## src/shared/bus_intr_pkg.sv

```systemverilog
// constants and types shared by the interrupt posting block and its pending counters
package bus_intr_pkg;
  localparam int NUM_LEVELS  = 4;   // vectored interrupt levels
  localparam int LEVEL_W     = 2;   // level index width
  localparam int QUEUE_DEPTH = 4;   // most interrupts pending per level
  localparam int QIDX_W      = 2;   // queue slot index width
  localparam int QCNT_W      = 3;   // queue occupancy width (0..4)
  localparam int NUM_TARGETS = 4;   // most processors that can be targets
  localparam int NODE_W      = 4;   // node identifier width
  localparam int CNT_W       = 7;   // per-level pending counter width
  localparam int NUM_CH      = 8;   // io channels feeding the port module
  localparam int CH_W        = 3;   // channel index width
  localparam int VEC_W       = 16;  // interrupt vector width
  localparam int DATA_W      = 32;  // bus read data width

  localparam logic [QCNT_W-1:0] QCNT_RST  = 3'h0;       // queue empty after reset
  localparam logic [QCNT_W-1:0] QCNT_FULL = 3'h4;       // queue full mark
  localparam logic [CNT_W-1:0]  CNT_RST   = 7'h00;      // pending counter after reset
  localparam logic [CNT_W-1:0]  CNT_MAX   = 7'h7f;      // pending counter ceiling
  localparam logic [DATA_W-1:0] DATA_ZERO = 32'h0000_0000; // passive release answer

  // posting engine states, one-hot
  typedef enum logic [1:0] {
    POST_IDLE = 2'b01,  // waiting for an unposted vector
    POST_BUSY = 2'b10   // write to the posting register on the bus
  } post_state_type;
endpackage

```

## src/hw/pending_counter.sv

```systemverilog
// per-level pending interrupt counters of a processor node
`timescale 1ns/10ps
`default_nettype none
module pending_counter
  import bus_intr_pkg::*;
(
  // clock and reset
  input  wire logic                   ref_clk,
  input  wire logic                   nrst,
  // node identity
  input  wire logic [NODE_W-1:0]      myNodeId,
  // observed posting register writes
  input  wire logic                   obsWrValid,
  input  wire logic [LEVEL_W-1:0]     obsWrLevel,
  input  wire logic [NUM_TARGETS-1:0] obsWrMask,
  // observed vector register reads, any commander
  input  wire logic                   obsRdValid,
  input  wire logic [LEVEL_W-1:0]     obsRdLevel,
  // interrupt lines
  output logic      [NUM_LEVELS-1:0]  intLine
);
  logic [CNT_W-1:0]      cnt_ff [NUM_LEVELS];     // pending count per level
  logic [CNT_W-1:0]      nxt_cnt [NUM_LEVELS];
  logic [NUM_LEVELS-1:0] intLine_ff;              // registered non-zero flags
  logic [NUM_LEVELS-1:0] nxt_intLine;
  logic                  eligible;                // node may be a target
  logic                  hit;                     // write names this node

  // only the low node ids can be targets, each maps to one mask bit
  assign eligible = (myNodeId < NODE_W'(NUM_TARGETS));
  assign hit      = eligible && obsWrMask[myNodeId[1:0]];

  // next counts: increment on a write naming us, decrement on any vector read
  always_comb begin
    for (int l = 0; l < NUM_LEVELS; l++) begin
      nxt_cnt[l] = cnt_ff[l];
      // both in one cycle cancel out below CNT_MAX; at CNT_MAX only the read's decrement applies
      if (obsWrValid && hit && obsWrLevel == LEVEL_W'(l) && cnt_ff[l] != CNT_MAX) begin
        nxt_cnt[l] = cnt_ff[l] + 7'h01;
      end
      if (obsRdValid && obsRdLevel == LEVEL_W'(l) && nxt_cnt[l] != CNT_RST) begin
        nxt_cnt[l] = nxt_cnt[l] - 7'h01;
      end
      nxt_intLine[l] = (nxt_cnt[l] != CNT_RST);
    end
  end

  // register counters; line flag tracks the count in the same cycle
  always_ff @(posedge ref_clk) begin
    if (!nrst) begin
      for (int l = 0; l < NUM_LEVELS; l++) begin
        cnt_ff[l] <= CNT_RST;
      end
      intLine_ff <= '0;
    end else begin
      cnt_ff     <= nxt_cnt;
      intLine_ff <= nxt_intLine;
    end
  end

  assign intLine = intLine_ff;
endmodule
`default_nettype wire

```

## src/hw/bus_interrupt_posting.sv

```systemverilog
// vectored interrupt posting: port module queues and posting engine plus processor counters
`timescale 1ns/10ps
`default_nettype none
module bus_interrupt_posting
  import bus_intr_pkg::*;
(
  // clock and reset
  input  wire logic                   ref_clk,
  input  wire logic                   nrst,
  // adapter interrupt requests
  input  wire logic                   postReq,
  input  wire logic [LEVEL_W-1:0]     postLevel,
  input  wire logic [CH_W-1:0]        postChannel,
  input  wire logic [VEC_W-1:0]       postVector,
  output logic                        postAck,
  output logic                        postReject,
  // target selection
  input  wire logic [NUM_TARGETS-1:0] processor_target_mask,
  // outgoing write to the posting register
  output logic                        postWrValid,
  output logic      [LEVEL_W-1:0]     postWrLevel,
  output logic      [NUM_TARGETS-1:0] postWrMask,
  input  wire logic [NUM_TARGETS-1:0] target_confirm,
  // vector register reads seen on the bus
  input  wire logic                   vecRdValid,
  input  wire logic [LEVEL_W-1:0]     vecRdLevel,
  output logic                        vecRdDataValid,
  output logic      [DATA_W-1:0]      vecRdData,
  // processor side: observed posting writes and node identity
  input  wire logic                   obsWrValid,
  input  wire logic [LEVEL_W-1:0]     obsWrLevel,
  input  wire logic [NUM_TARGETS-1:0] obsWrMask,
  input  wire logic [NODE_W-1:0]      myNodeId,
  output logic      [NUM_LEVELS-1:0]  intLine
);
  // lowest level holding an unposted vector, msb flags found
  function automatic logic [LEVEL_W:0] pick_level(input logic [QCNT_W-1:0] un [NUM_LEVELS]);
    logic [LEVEL_W:0] r;
    r = '0;
    for (int l = NUM_LEVELS - 1; l >= 0; l--) begin
      if (un[l] != QCNT_RST) begin
        r = {1'b1, LEVEL_W'(l)};
      end
    end
    return r;
  endfunction

  // queue storage, one ring per level
  logic [VEC_W-1:0]      vecMem_ff [NUM_LEVELS][QUEUE_DEPTH];  // queued vectors
  logic [CH_W-1:0]       chMem_ff  [NUM_LEVELS][QUEUE_DEPTH];  // owning channel per slot
  logic [VEC_W-1:0]      nxt_vecMem [NUM_LEVELS][QUEUE_DEPTH];
  logic [CH_W-1:0]       nxt_chMem  [NUM_LEVELS][QUEUE_DEPTH];
  logic [QIDX_W-1:0]     head_ff [NUM_LEVELS];                 // oldest slot
  logic [QIDX_W-1:0]     nxt_head [NUM_LEVELS];
  logic [QCNT_W-1:0]     qCnt_ff [NUM_LEVELS];                 // vectors not yet serviced
  logic [QCNT_W-1:0]     nxt_qCnt [NUM_LEVELS];
  logic [QCNT_W-1:0]     unposted_ff [NUM_LEVELS];             // queued but not yet posted
  logic [QCNT_W-1:0]     nxt_unposted [NUM_LEVELS];
  logic [NUM_CH-1:0]     chBusy_ff [NUM_LEVELS];               // channel has one pending
  logic [NUM_CH-1:0]     nxt_chBusy [NUM_LEVELS];
  // answer registers
  logic                  postAck_ff, nxt_postAck;
  logic                  postReject_ff, nxt_postReject;
  logic                  rdValid_ff, nxt_rdValid;
  logic [DATA_W-1:0]     rdData_ff, nxt_rdData;
  // posting engine
  post_state_type        state_ff, nxt_state;
  logic [LEVEL_W-1:0]    wrLevel_ff, nxt_wrLevel;
  logic [NUM_TARGETS-1:0] wrMask_ff, nxt_wrMask;
  logic                  wrValid_ff, nxt_wrValid;
  // decoded strobes
  logic                  accept;       // request enters a queue
  logic                  pop;          // vector read finds something pending
  logic                  postDone;     // posting write confirmed
  logic [LEVEL_W:0]      pick;         // engine choice
  logic [QIDX_W-1:0]     tail;         // free slot at request level
  logic [QIDX_W-1:0]     rdSlot;       // slot being serviced

  // a full level or a busy channel refuses the request outright
  assign accept = postReq && (qCnt_ff[postLevel] != QCNT_FULL)
                  && !chBusy_ff[postLevel][postChannel];
  assign pop    = vecRdValid && (qCnt_ff[vecRdLevel] != QCNT_RST);
  assign tail   = head_ff[postLevel] + qCnt_ff[postLevel][QIDX_W-1:0];
  assign rdSlot = head_ff[vecRdLevel];
  // any single responder is enough; several may answer together
  assign postDone = (state_ff == POST_BUSY) && (target_confirm != '0);
  assign pick   = pick_level(unposted_ff);

  // queue bookkeeping next values
  always_comb begin
    nxt_vecMem   = vecMem_ff;
    nxt_chMem    = chMem_ff;
    nxt_head     = head_ff;
    nxt_chBusy   = chBusy_ff;
    for (int l = 0; l < NUM_LEVELS; l++) begin
      nxt_qCnt[l]     = qCnt_ff[l];
      nxt_unposted[l] = unposted_ff[l];
      if (accept && postLevel == LEVEL_W'(l)) begin
        nxt_qCnt[l]     = nxt_qCnt[l] + 3'h1;
        nxt_unposted[l] = nxt_unposted[l] + 3'h1;
      end
      if (pop && vecRdLevel == LEVEL_W'(l)) begin
        nxt_qCnt[l] = nxt_qCnt[l] - 3'h1;
        nxt_head[l] = head_ff[l] + 2'h1;
      end
      if (postDone && wrLevel_ff == LEVEL_W'(l)) begin
        nxt_unposted[l] = nxt_unposted[l] - 3'h1;
      end
    end
    // read frees the channel before a same-cycle request claims it
    if (pop) begin
      nxt_chBusy[vecRdLevel][chMem_ff[vecRdLevel][rdSlot]] = 1'b0;
    end
    if (accept) begin
      nxt_vecMem[postLevel][tail]         = postVector;
      nxt_chMem[postLevel][tail]          = postChannel;
      nxt_chBusy[postLevel][postChannel]  = 1'b1;
    end
  end

  // register queue state
  always_ff @(posedge ref_clk) begin
    if (!nrst) begin
      for (int l = 0; l < NUM_LEVELS; l++) begin
        head_ff[l]     <= '0;
        qCnt_ff[l]     <= QCNT_RST;
        unposted_ff[l] <= QCNT_RST;
        chBusy_ff[l]   <= '0;
        for (int s = 0; s < QUEUE_DEPTH; s++) begin
          vecMem_ff[l][s] <= '0;
          chMem_ff[l][s]  <= '0;
        end
      end
    end else begin
      vecMem_ff   <= nxt_vecMem;
      chMem_ff    <= nxt_chMem;
      head_ff     <= nxt_head;
      qCnt_ff     <= nxt_qCnt;
      unposted_ff <= nxt_unposted;
      chBusy_ff   <= nxt_chBusy;
    end
  end

  // answers to adapters and to vector reads
  always_comb begin
    nxt_postAck    = accept;
    nxt_postReject = postReq && !accept;
    nxt_rdValid    = vecRdValid;
    nxt_rdData     = DATA_ZERO;
    if (pop) begin
      // oldest vector goes to whoever reads first; later readers see the next or zero
      nxt_rdData = DATA_W'(vecMem_ff[vecRdLevel][rdSlot]);
    end
  end

  // register answers
  always_ff @(posedge ref_clk) begin
    if (!nrst) begin
      postAck_ff    <= 1'b0;
      postReject_ff <= 1'b0;
      rdValid_ff    <= 1'b0;
      rdData_ff     <= DATA_ZERO;
    end else begin
      postAck_ff    <= nxt_postAck;
      postReject_ff <= nxt_postReject;
      rdValid_ff    <= nxt_rdValid;
      rdData_ff     <= nxt_rdData;
    end
  end

  // posting engine: one write at a time, lowest level first
  always_comb begin
    nxt_state   = state_ff;
    nxt_wrLevel = wrLevel_ff;
    nxt_wrMask  = wrMask_ff;
    nxt_wrValid = wrValid_ff;
    case (state_ff)
      POST_IDLE: begin
        // only vectors already in a queue are posted
        if (pick[LEVEL_W]) begin
          nxt_state   = POST_BUSY;
          nxt_wrLevel = pick[LEVEL_W-1:0];
          nxt_wrMask  = processor_target_mask;
          nxt_wrValid = 1'b1;
        end
      end
      POST_BUSY: begin
        // held until confirmed; no timeout, an unanswered post stalls the engine
        if (postDone) begin
          nxt_state   = POST_IDLE;
          nxt_wrValid = 1'b0;
        end
      end
      default: begin
        nxt_state   = POST_IDLE;
        nxt_wrValid = 1'b0;
      end
    endcase
  end

  // register engine
  always_ff @(posedge ref_clk) begin
    if (!nrst) begin
      state_ff   <= POST_IDLE;
      wrLevel_ff <= '0;
      wrMask_ff  <= '0;
      wrValid_ff <= 1'b0;
    end else begin
      state_ff   <= nxt_state;
      wrLevel_ff <= nxt_wrLevel;
      wrMask_ff  <= nxt_wrMask;
      wrValid_ff <= nxt_wrValid;
    end
  end

  // processor side counters and interrupt lines
  pending_counter u_pending (
    .ref_clk    (ref_clk),
    .nrst       (nrst),
    .myNodeId   (myNodeId),
    .obsWrValid (obsWrValid),
    .obsWrLevel (obsWrLevel),
    .obsWrMask  (obsWrMask),
    .obsRdValid (vecRdValid),
    .obsRdLevel (vecRdLevel),
    .intLine    (intLine)
  );

  assign postAck        = postAck_ff;
  assign postReject     = postReject_ff;
  assign postWrValid    = wrValid_ff;
  assign postWrLevel    = wrLevel_ff;
  assign postWrMask     = wrMask_ff;
  assign vecRdDataValid = rdValid_ff;
  assign vecRdData      = rdData_ff;
endmodule
`default_nettype wire

```

## config.mk

```make
export PLATFORM = sky130hd
export DESIGN_NAME = bus_interrupt_posting
export DESIGN_NICKNAME = d
export VERILOG_FILES = /design/src/shared/bus_intr_pkg.sv /design/src/hw/pending_counter.sv /design/src/hw/bus_interrupt_posting.sv
export SDC_FILE = /design/constraint.sdc
export NUM_CORES = 1
export LEC_CHECK = 0
export BUFFER_PORTS_ARGS = -buffer_cell sky130_fd_sc_hd__buf_2
export CORE_ASPECT_RATIO = 1.5
export CORE_MARGIN = 2
export CORE_UTILIZATION = 53
export DETAILED_ROUTE_END_ITERATION = 8
export PLACE_DENSITY = 0.7
export SETUP_SLACK_MARGIN = 0.02
export SLEW_MARGIN = 30
export SYNTH_ARGS = -nofsm -noshare
export SYNTH_HDL_FRONTEND = slang
export SYNTH_SLANG_ARGS = --single-unit
```

## constraint.sdc

```tcl
create_clock -name ref_clk -period 10.75 [get_ports ref_clk]
set_input_delay 2.15 -clock ref_clk [delete_from_list [all_inputs] [get_ports ref_clk]]
set_output_delay 2.15 -clock ref_clk [all_outputs]
set_load 0.01 [all_outputs]
```

After elaboration in Yosys (flattened, before gate mapping)
Cells that the tools add are included.

word-level totals
  register bits after elaboration = 444

cells by class
  $add $sub $neg = 29
  order comparisons = 13
  equal/unequal tests = 21
  mux-type cells = 85
  bitwise operators = 7
  reduce and logical (&&, ||, !) cells = 63

operators by type and width
  cell                                               number
  bitwise mux 256 bit                                1
  2-to-1 mux 64 bit                                  3
  binary-select mux 64 bit (select 2 bit)            1
  demux 64 bit (select 2 bit)                        1
  2-to-1 mux 3 bit                                   27
  2-to-1 mux 32 bit                                  2
  2-to-1 mux 7 bit                                   8
  nonzero test 7 bit                                 8
  bitwise mux 48 bit                                 1
  2-to-1 mux 16 bit                                  3
  logical AND 1 bit                                  40
  2-to-1 mux 12 bit                                  3
  bitwise AND 32 bit                                 1
  binary-select mux 16 bit (select 2 bit)            1
  demux 16 bit (select 2 bit)                        1
  demux 8 bit (select 2 bit)                         2
  2-to-1 mux 8 bit                                   4
  inverter 32 bit                                    1
  bitwise OR 32 bit                                  1
  adder 7 x 1 -> 7 bit (second input constant)       4
  != test 7 bit (second input constant)              4
  subtractor 7 x 1 -> 7 bit (second input constant)  4
  adder 3 x 1 -> 3 bit (second input constant)       8
  binary-select mux 12 bit (select 2 bit)            1
  31 further kinds                                   88

Depth between registers and ports, before layout
  word-level depth = 19
  gate-level depth with buffers = 17

Modules after synthesis
From an unflattened synthesis, not the netlist that was laid out.

second synthesis, totals
  cells, all modules = 2137
  area total of the unflattened synthesis = 21414.3 um^2

by module, submodules not included
  module                 times used  cells an instance  area each (um^2)
  bus_interrupt_posting  1           1781               18609.1
  pending_counter        1           356                2805.2

Least setup slack after synthesis
OpenSTA, ideal clock, no wires.

  kind = in2reg
  start = input port postLevel[1]
  end = register qCnt_ff[11] (netlist name)
  data arrival time = 5176 ps
  required time = 10634 ps
  setup slack = 5458 ps
  stages = 15
  cell sequence = clkbuf_1 > buf_1 > mux4_2 > nand2_1 > o311ai_0 > a211oi_2 > nor3b_4 > buf_12 > buf_4 > xnor2_1 > ha_1 > nand2_1 > xnor2_1 > nor2_1 > a31o_2

on the way
  word-level cells in the longest chain between the ends = 12

ends and longest elaborated chain
  item                                                  line                                                      RTL
  from (decl)                                           bus_interrupt_posting.sv:12                               input wire logic [LEVEL_W-1:0] postLevel,
  inverter 2 -> 3 bit (implied by the code)             bus_interrupt_posting.sv:80, bus_interrupt_posting.sv:81
  binary-select mux 8 bit (select 2 bit)                bus_interrupt_posting.sv:81                               && !chBusy_ff[postLevel][postChannel];
  2-to-1 mux 8 bit (implied by the code) (2 in series)  bus_interrupt_posting.sv:81
  binary-select mux 1 bit (select 3 bit)                bus_interrupt_posting.sv:81
  2-to-1 mux 1 bit (implied by the code)                bus_interrupt_posting.sv:81
  zero test 1 bit                                       bus_interrupt_posting.sv:81
  logical AND 1 bit                                     bus_interrupt_posting.sv:81
  logical AND 1 bit *                                   bus_interrupt_posting.sv:98                               if (accept && postLevel == LEVEL_W'(l)) begin
  2-to-1 mux 3 bit *                                    bus_interrupt_posting.sv:98
  subtractor 3 x 1 -> 3 bit                             bus_interrupt_posting.sv:103                              nxt_qCnt[l] = nxt_qCnt[l] - 3'h1;
  2-to-1 mux 3 bit *                                    bus_interrupt_posting.sv:102                              if (pop && vecRdLevel == LEVEL_W'(l)) begin
  to (signal assigned)                                  bus_interrupt_posting.sv:138                              qCnt_ff <= nxt_qCnt;
  to (decl)                                             bus_interrupt_posting.sv:55                               logic [QCNT_W-1:0] qCnt_ff [NUM_LEVELS];

Mark *: on every way between the ends. The rest lies on a longest branch, timed or not. The select of a mux whose other input is x is not followed.
A chain may end at the register's enable or synchronous reset.

Worst setup path after layout
  start = input port postLevel[0]
  end = register qCnt_ff[8] (netlist name)

The elaborated chain is that of the path after synthesis.

==> impl_metrics.env <==
export IMPL_fmax_mhz=186
export IMPL_hold_viol=0
export IMPL_seqCellArea_mm2=0.00855
export IMPL_crit_type="input port to flop"
export IMPL_arrival_ns=5.79
export IMPL_diodes=0
export IMPL_cp_cell_sequence="buf_2 > mux4_1 > mux2_2 > a22o_1 > a211oi_2 > and3b_1 > buf_4 > mux2i_1 > ha_1 > nand2_1 > xnor2_1 > and3_1 > nor3_1"
export IMPL_grt_usage_pct=23.8
export IMPL_h_tree_depth=2
export IMPL_synth_top_area_share_pct=41.0
export IMPL_critPathMaxStageDelay_ns=0.62
export IMPL_setup_tns_ns=0
export IMPL_io_buffers=75
export IMPL_hold_path_class="flop to flop"
export IMPL_worstMarginPinSlew_ns=0.967
export IMPL_cts_buffers=42
export IMPL_placed_area_mm2=0.0212
export IMPL_synth_most_common_cell="nand2_1"
export IMPL_rsz0062_at_grt="false"
export IMPL_syn_area_per_cell_um2=10.1
export IMPL_cp_slowest_cell="mux4_1"
export IMPL_grt_max_degree=205
export IMPL_first_pass_iters=5
export IMPL_yosysUniqueCellTypes=77
export IMPL_setup_violations=0
export IMPL_start_util_pct=53.3
export IMPL_avgRoutedWirePerCell_um=19.0
export IMPL_die_h_um=247
export IMPL_ys_ff_latch=427
export IMPL_gp_congestion=0.884
export IMPL_critPathMaxFanout=17
export IMPL_timing_final_crit_share_pct=50.1
export IMPL_dieArea_mm2=0.0410
export IMPL_vdd_drop_max_v=0.000159
export IMPL_coreArea_mm2=0.0391
export IMPL_grt_antenna_before_repair=0
export IMPL_path_clk_slew_ns=0.06
export IMPL_p_leak_nw=10.1
export IMPL_num_vias=15100
export IMPL_drt_wl_total_um=49000
export IMPL_area_growth_pct=8.03
export IMPL_skew_ns=0.0201
export IMPL_post_cts_buffers=0
export IMPL_viasPerCell=5.86
export IMPL_maxSlewViolCount=0
export IMPL_synth_enable_flop_cells=0
export IMPL_synth_ff_type="dfxtp_1"
export IMPL_powerDensity_mw_per_mm2=150
export IMPL_drive_gt1_share_pct=13.5
export IMPL_clockBufferDepth=3
export IMPL_clk_insertion_delay_late_ns=0.55
export IMPL_ant_nets=0
export IMPL_row_count=89
export IMPL_ctsRootBufferMaster="clkbuf_16"
export IMPL_cts_tree="yes"
export IMPL_ys_warn_count=0
export IMPL_overflow=0
export IMPL_clock_sinks=427
export IMPL_grt_pass1_wl_um=79300
export IMPL_ys_top_cells_by_area="dfxtp_1 41%, mux2i_1 17%, mux4_2 9.4%"
export IMPL_synthArstFlopShare_pct=0
export IMPL_required_ns=11.16
export IMPL_syn_inst=2070
export IMPL_fin_area_mm2=0.0225
export IMPL_synth_seq_area_share_pct=41.0
export IMPL_drtIter0Drc=949
export IMPL_total_power_mw=3.38
export IMPL_yosys_area_top_type="dfxtp_1"
export IMPL_n_fill_cell=3360
export IMPL_cp_end_kind="flop"
export IMPL_hold_buffers=0
export IMPL_drc=0
export IMPL_status="finished, final reports clean"
export IMPL_cap_violations=0
export IMPL_dp_hpwl_um=30000
export IMPL_syn_area_mm2=0.0209
export IMPL_hold_ws_ns=0.456
export IMPL_nets=2125
export IMPL_first_global_vias=15300
export IMPL_io_pin_count=92
export IMPL_die_x_um=166
export IMPL_min_period_ns=5.38
export IMPL_critical_path_startpoint_type="input port"
export IMPL_slew_headroom_pct=35.5
export IMPL_multi_input_area_mm2=0.0114
export IMPL_post_cts_resized=0
export IMPL_synth_commonest_cells="431 x nand2_1, 427 x dfxtp_1, 353 x mux2i_1, 103 x clkbuf_1, 87 x mux4_2"
## layout by cell type (no fill, tap or decap), types with 16 or more instances in the layout
| cell | instances |
|---|---|
| a21oi_1 | 61 |
| xnor2_1 | 42 |
| o21ai_0 | 43 |
| nor3_1 | 20 |
| mux2i_1 | 353 |
| nor2_1 | 69 |
| buf_2 | 72 |
| a211oi_1 | 38 |
| ha_1 | 29 |
| nand3_1 | 27 |
| clkbuf_16 | 43 |
| inv_1 | 29 |
| nor2b_1 | 25 |
| and2_1 | 16 |
| xor2_1 | 16 |
| and3_1 | 16 |
| mux4_2 | 87 |
| dfxtp_1 | 427 |
| conb_1 | 16 |
| nand2_1 | 431 |
## kinds of logic (layout without fill, tap and decap cells)
logic type               Yosys count  after routing  synth area share (%)
flip-flops                       427            427                  41.0
adder cells (fa/ha/maj)           29             29                  1.74
AO/OA/AOI/OAI                    214            214                  6.75
other                              1             16                0.0180
multiplexers                     453            453                  27.5
buffers and inverters            195            186                  4.48
XOR/XNOR                          67             67                  3.41
AND/OR/NAND/NOR                  684            684                  15.1
## through the flow
| stage | util (%) | setup slack, ns | std cells |
|---|---|---|---|
| finish | 57.6 | 5.37 | 2576 |
| global placement | 54.2 | 4.91 | 2506 |
| floorplan | - | 5.46 | 2085 |
| detailed placement | 54.3 | 4.81 | 2506 |
| global route | 57.6 | 5.13 | 2576 |
| CTS | 57.6 | 5.38 | 2576 |
## sequential cells by signal, indices dropped and copies added, names as in the netlist
register and cells:
chBusy_ff 32, chMem_ff 48, head_ff 8, postAck 1
postReject 1, postWrLevel 2, postWrMask 4, qCnt_ff 12
state_ff 2, u_pending.cnt_ff 28, u_pending.intLine 4, unposted_ff 12
vecMem_ff 256, vecRdData 16, vecRdDataValid 1
## power breakdown
part,switching (mW),leakage [nW],internal [mW]
clock network,0.608,0.642,0.821
registers,0.0260,3.45,1.62
logic,0.191,6.03,0.120
total,0.825,10.1,2.56
## worst paths after layout
check,start,to,slack (ns),depth (start not counted)
hold reg to reg,vecMem_ff[180],vecMem_ff[180],0.46,2
setup / recovery,postLevel[0],qCnt_ff[8],5.37,13
setup reg to reg,chBusy_ff[23],qCnt_ff[8],7.20,12
hold / removal,vecMem_ff[180],vecMem_ff[180],0.46,2
## critical path, delay by kind of cell
kind | cells | cell delay, ns
adders and majority gates | 1 | 0.18
muxes | 3 | 1.17
and+or+nand+nor | 4 | 0.77
AOI/OAI and AO/OA | 2 | 0.56
xor gates and xnor gates | 1 | 0.19
buffers and inverters | 2 | 0.75
## area by class of cell
class	instances	area share, %
clock buffers	60	5.33
clock inverters	10	0.472
inverters	30	0.500
multi-input cells	1463	50.8
flip-flops and latches	427	37.9
well taps	500	2.78
repair buffers	86	2.19
## layer usage
metal | global-route usage [%] | routed length (um) | up-vias | part of all wire [%]
met2 | 43.2 | 24900 | 336 | 51
met1 | 29.1 | 20700 | 7438 | 42
met4 | 8.13 | 1460 | 0 | 3.0
met5 | 0 | 0 | - | 0
li1 | - | - | 7218 | -
met3 | 3.12 | 1940 | 102 | 4.0
No activity file was read; power rests on OpenSTA's default activity.
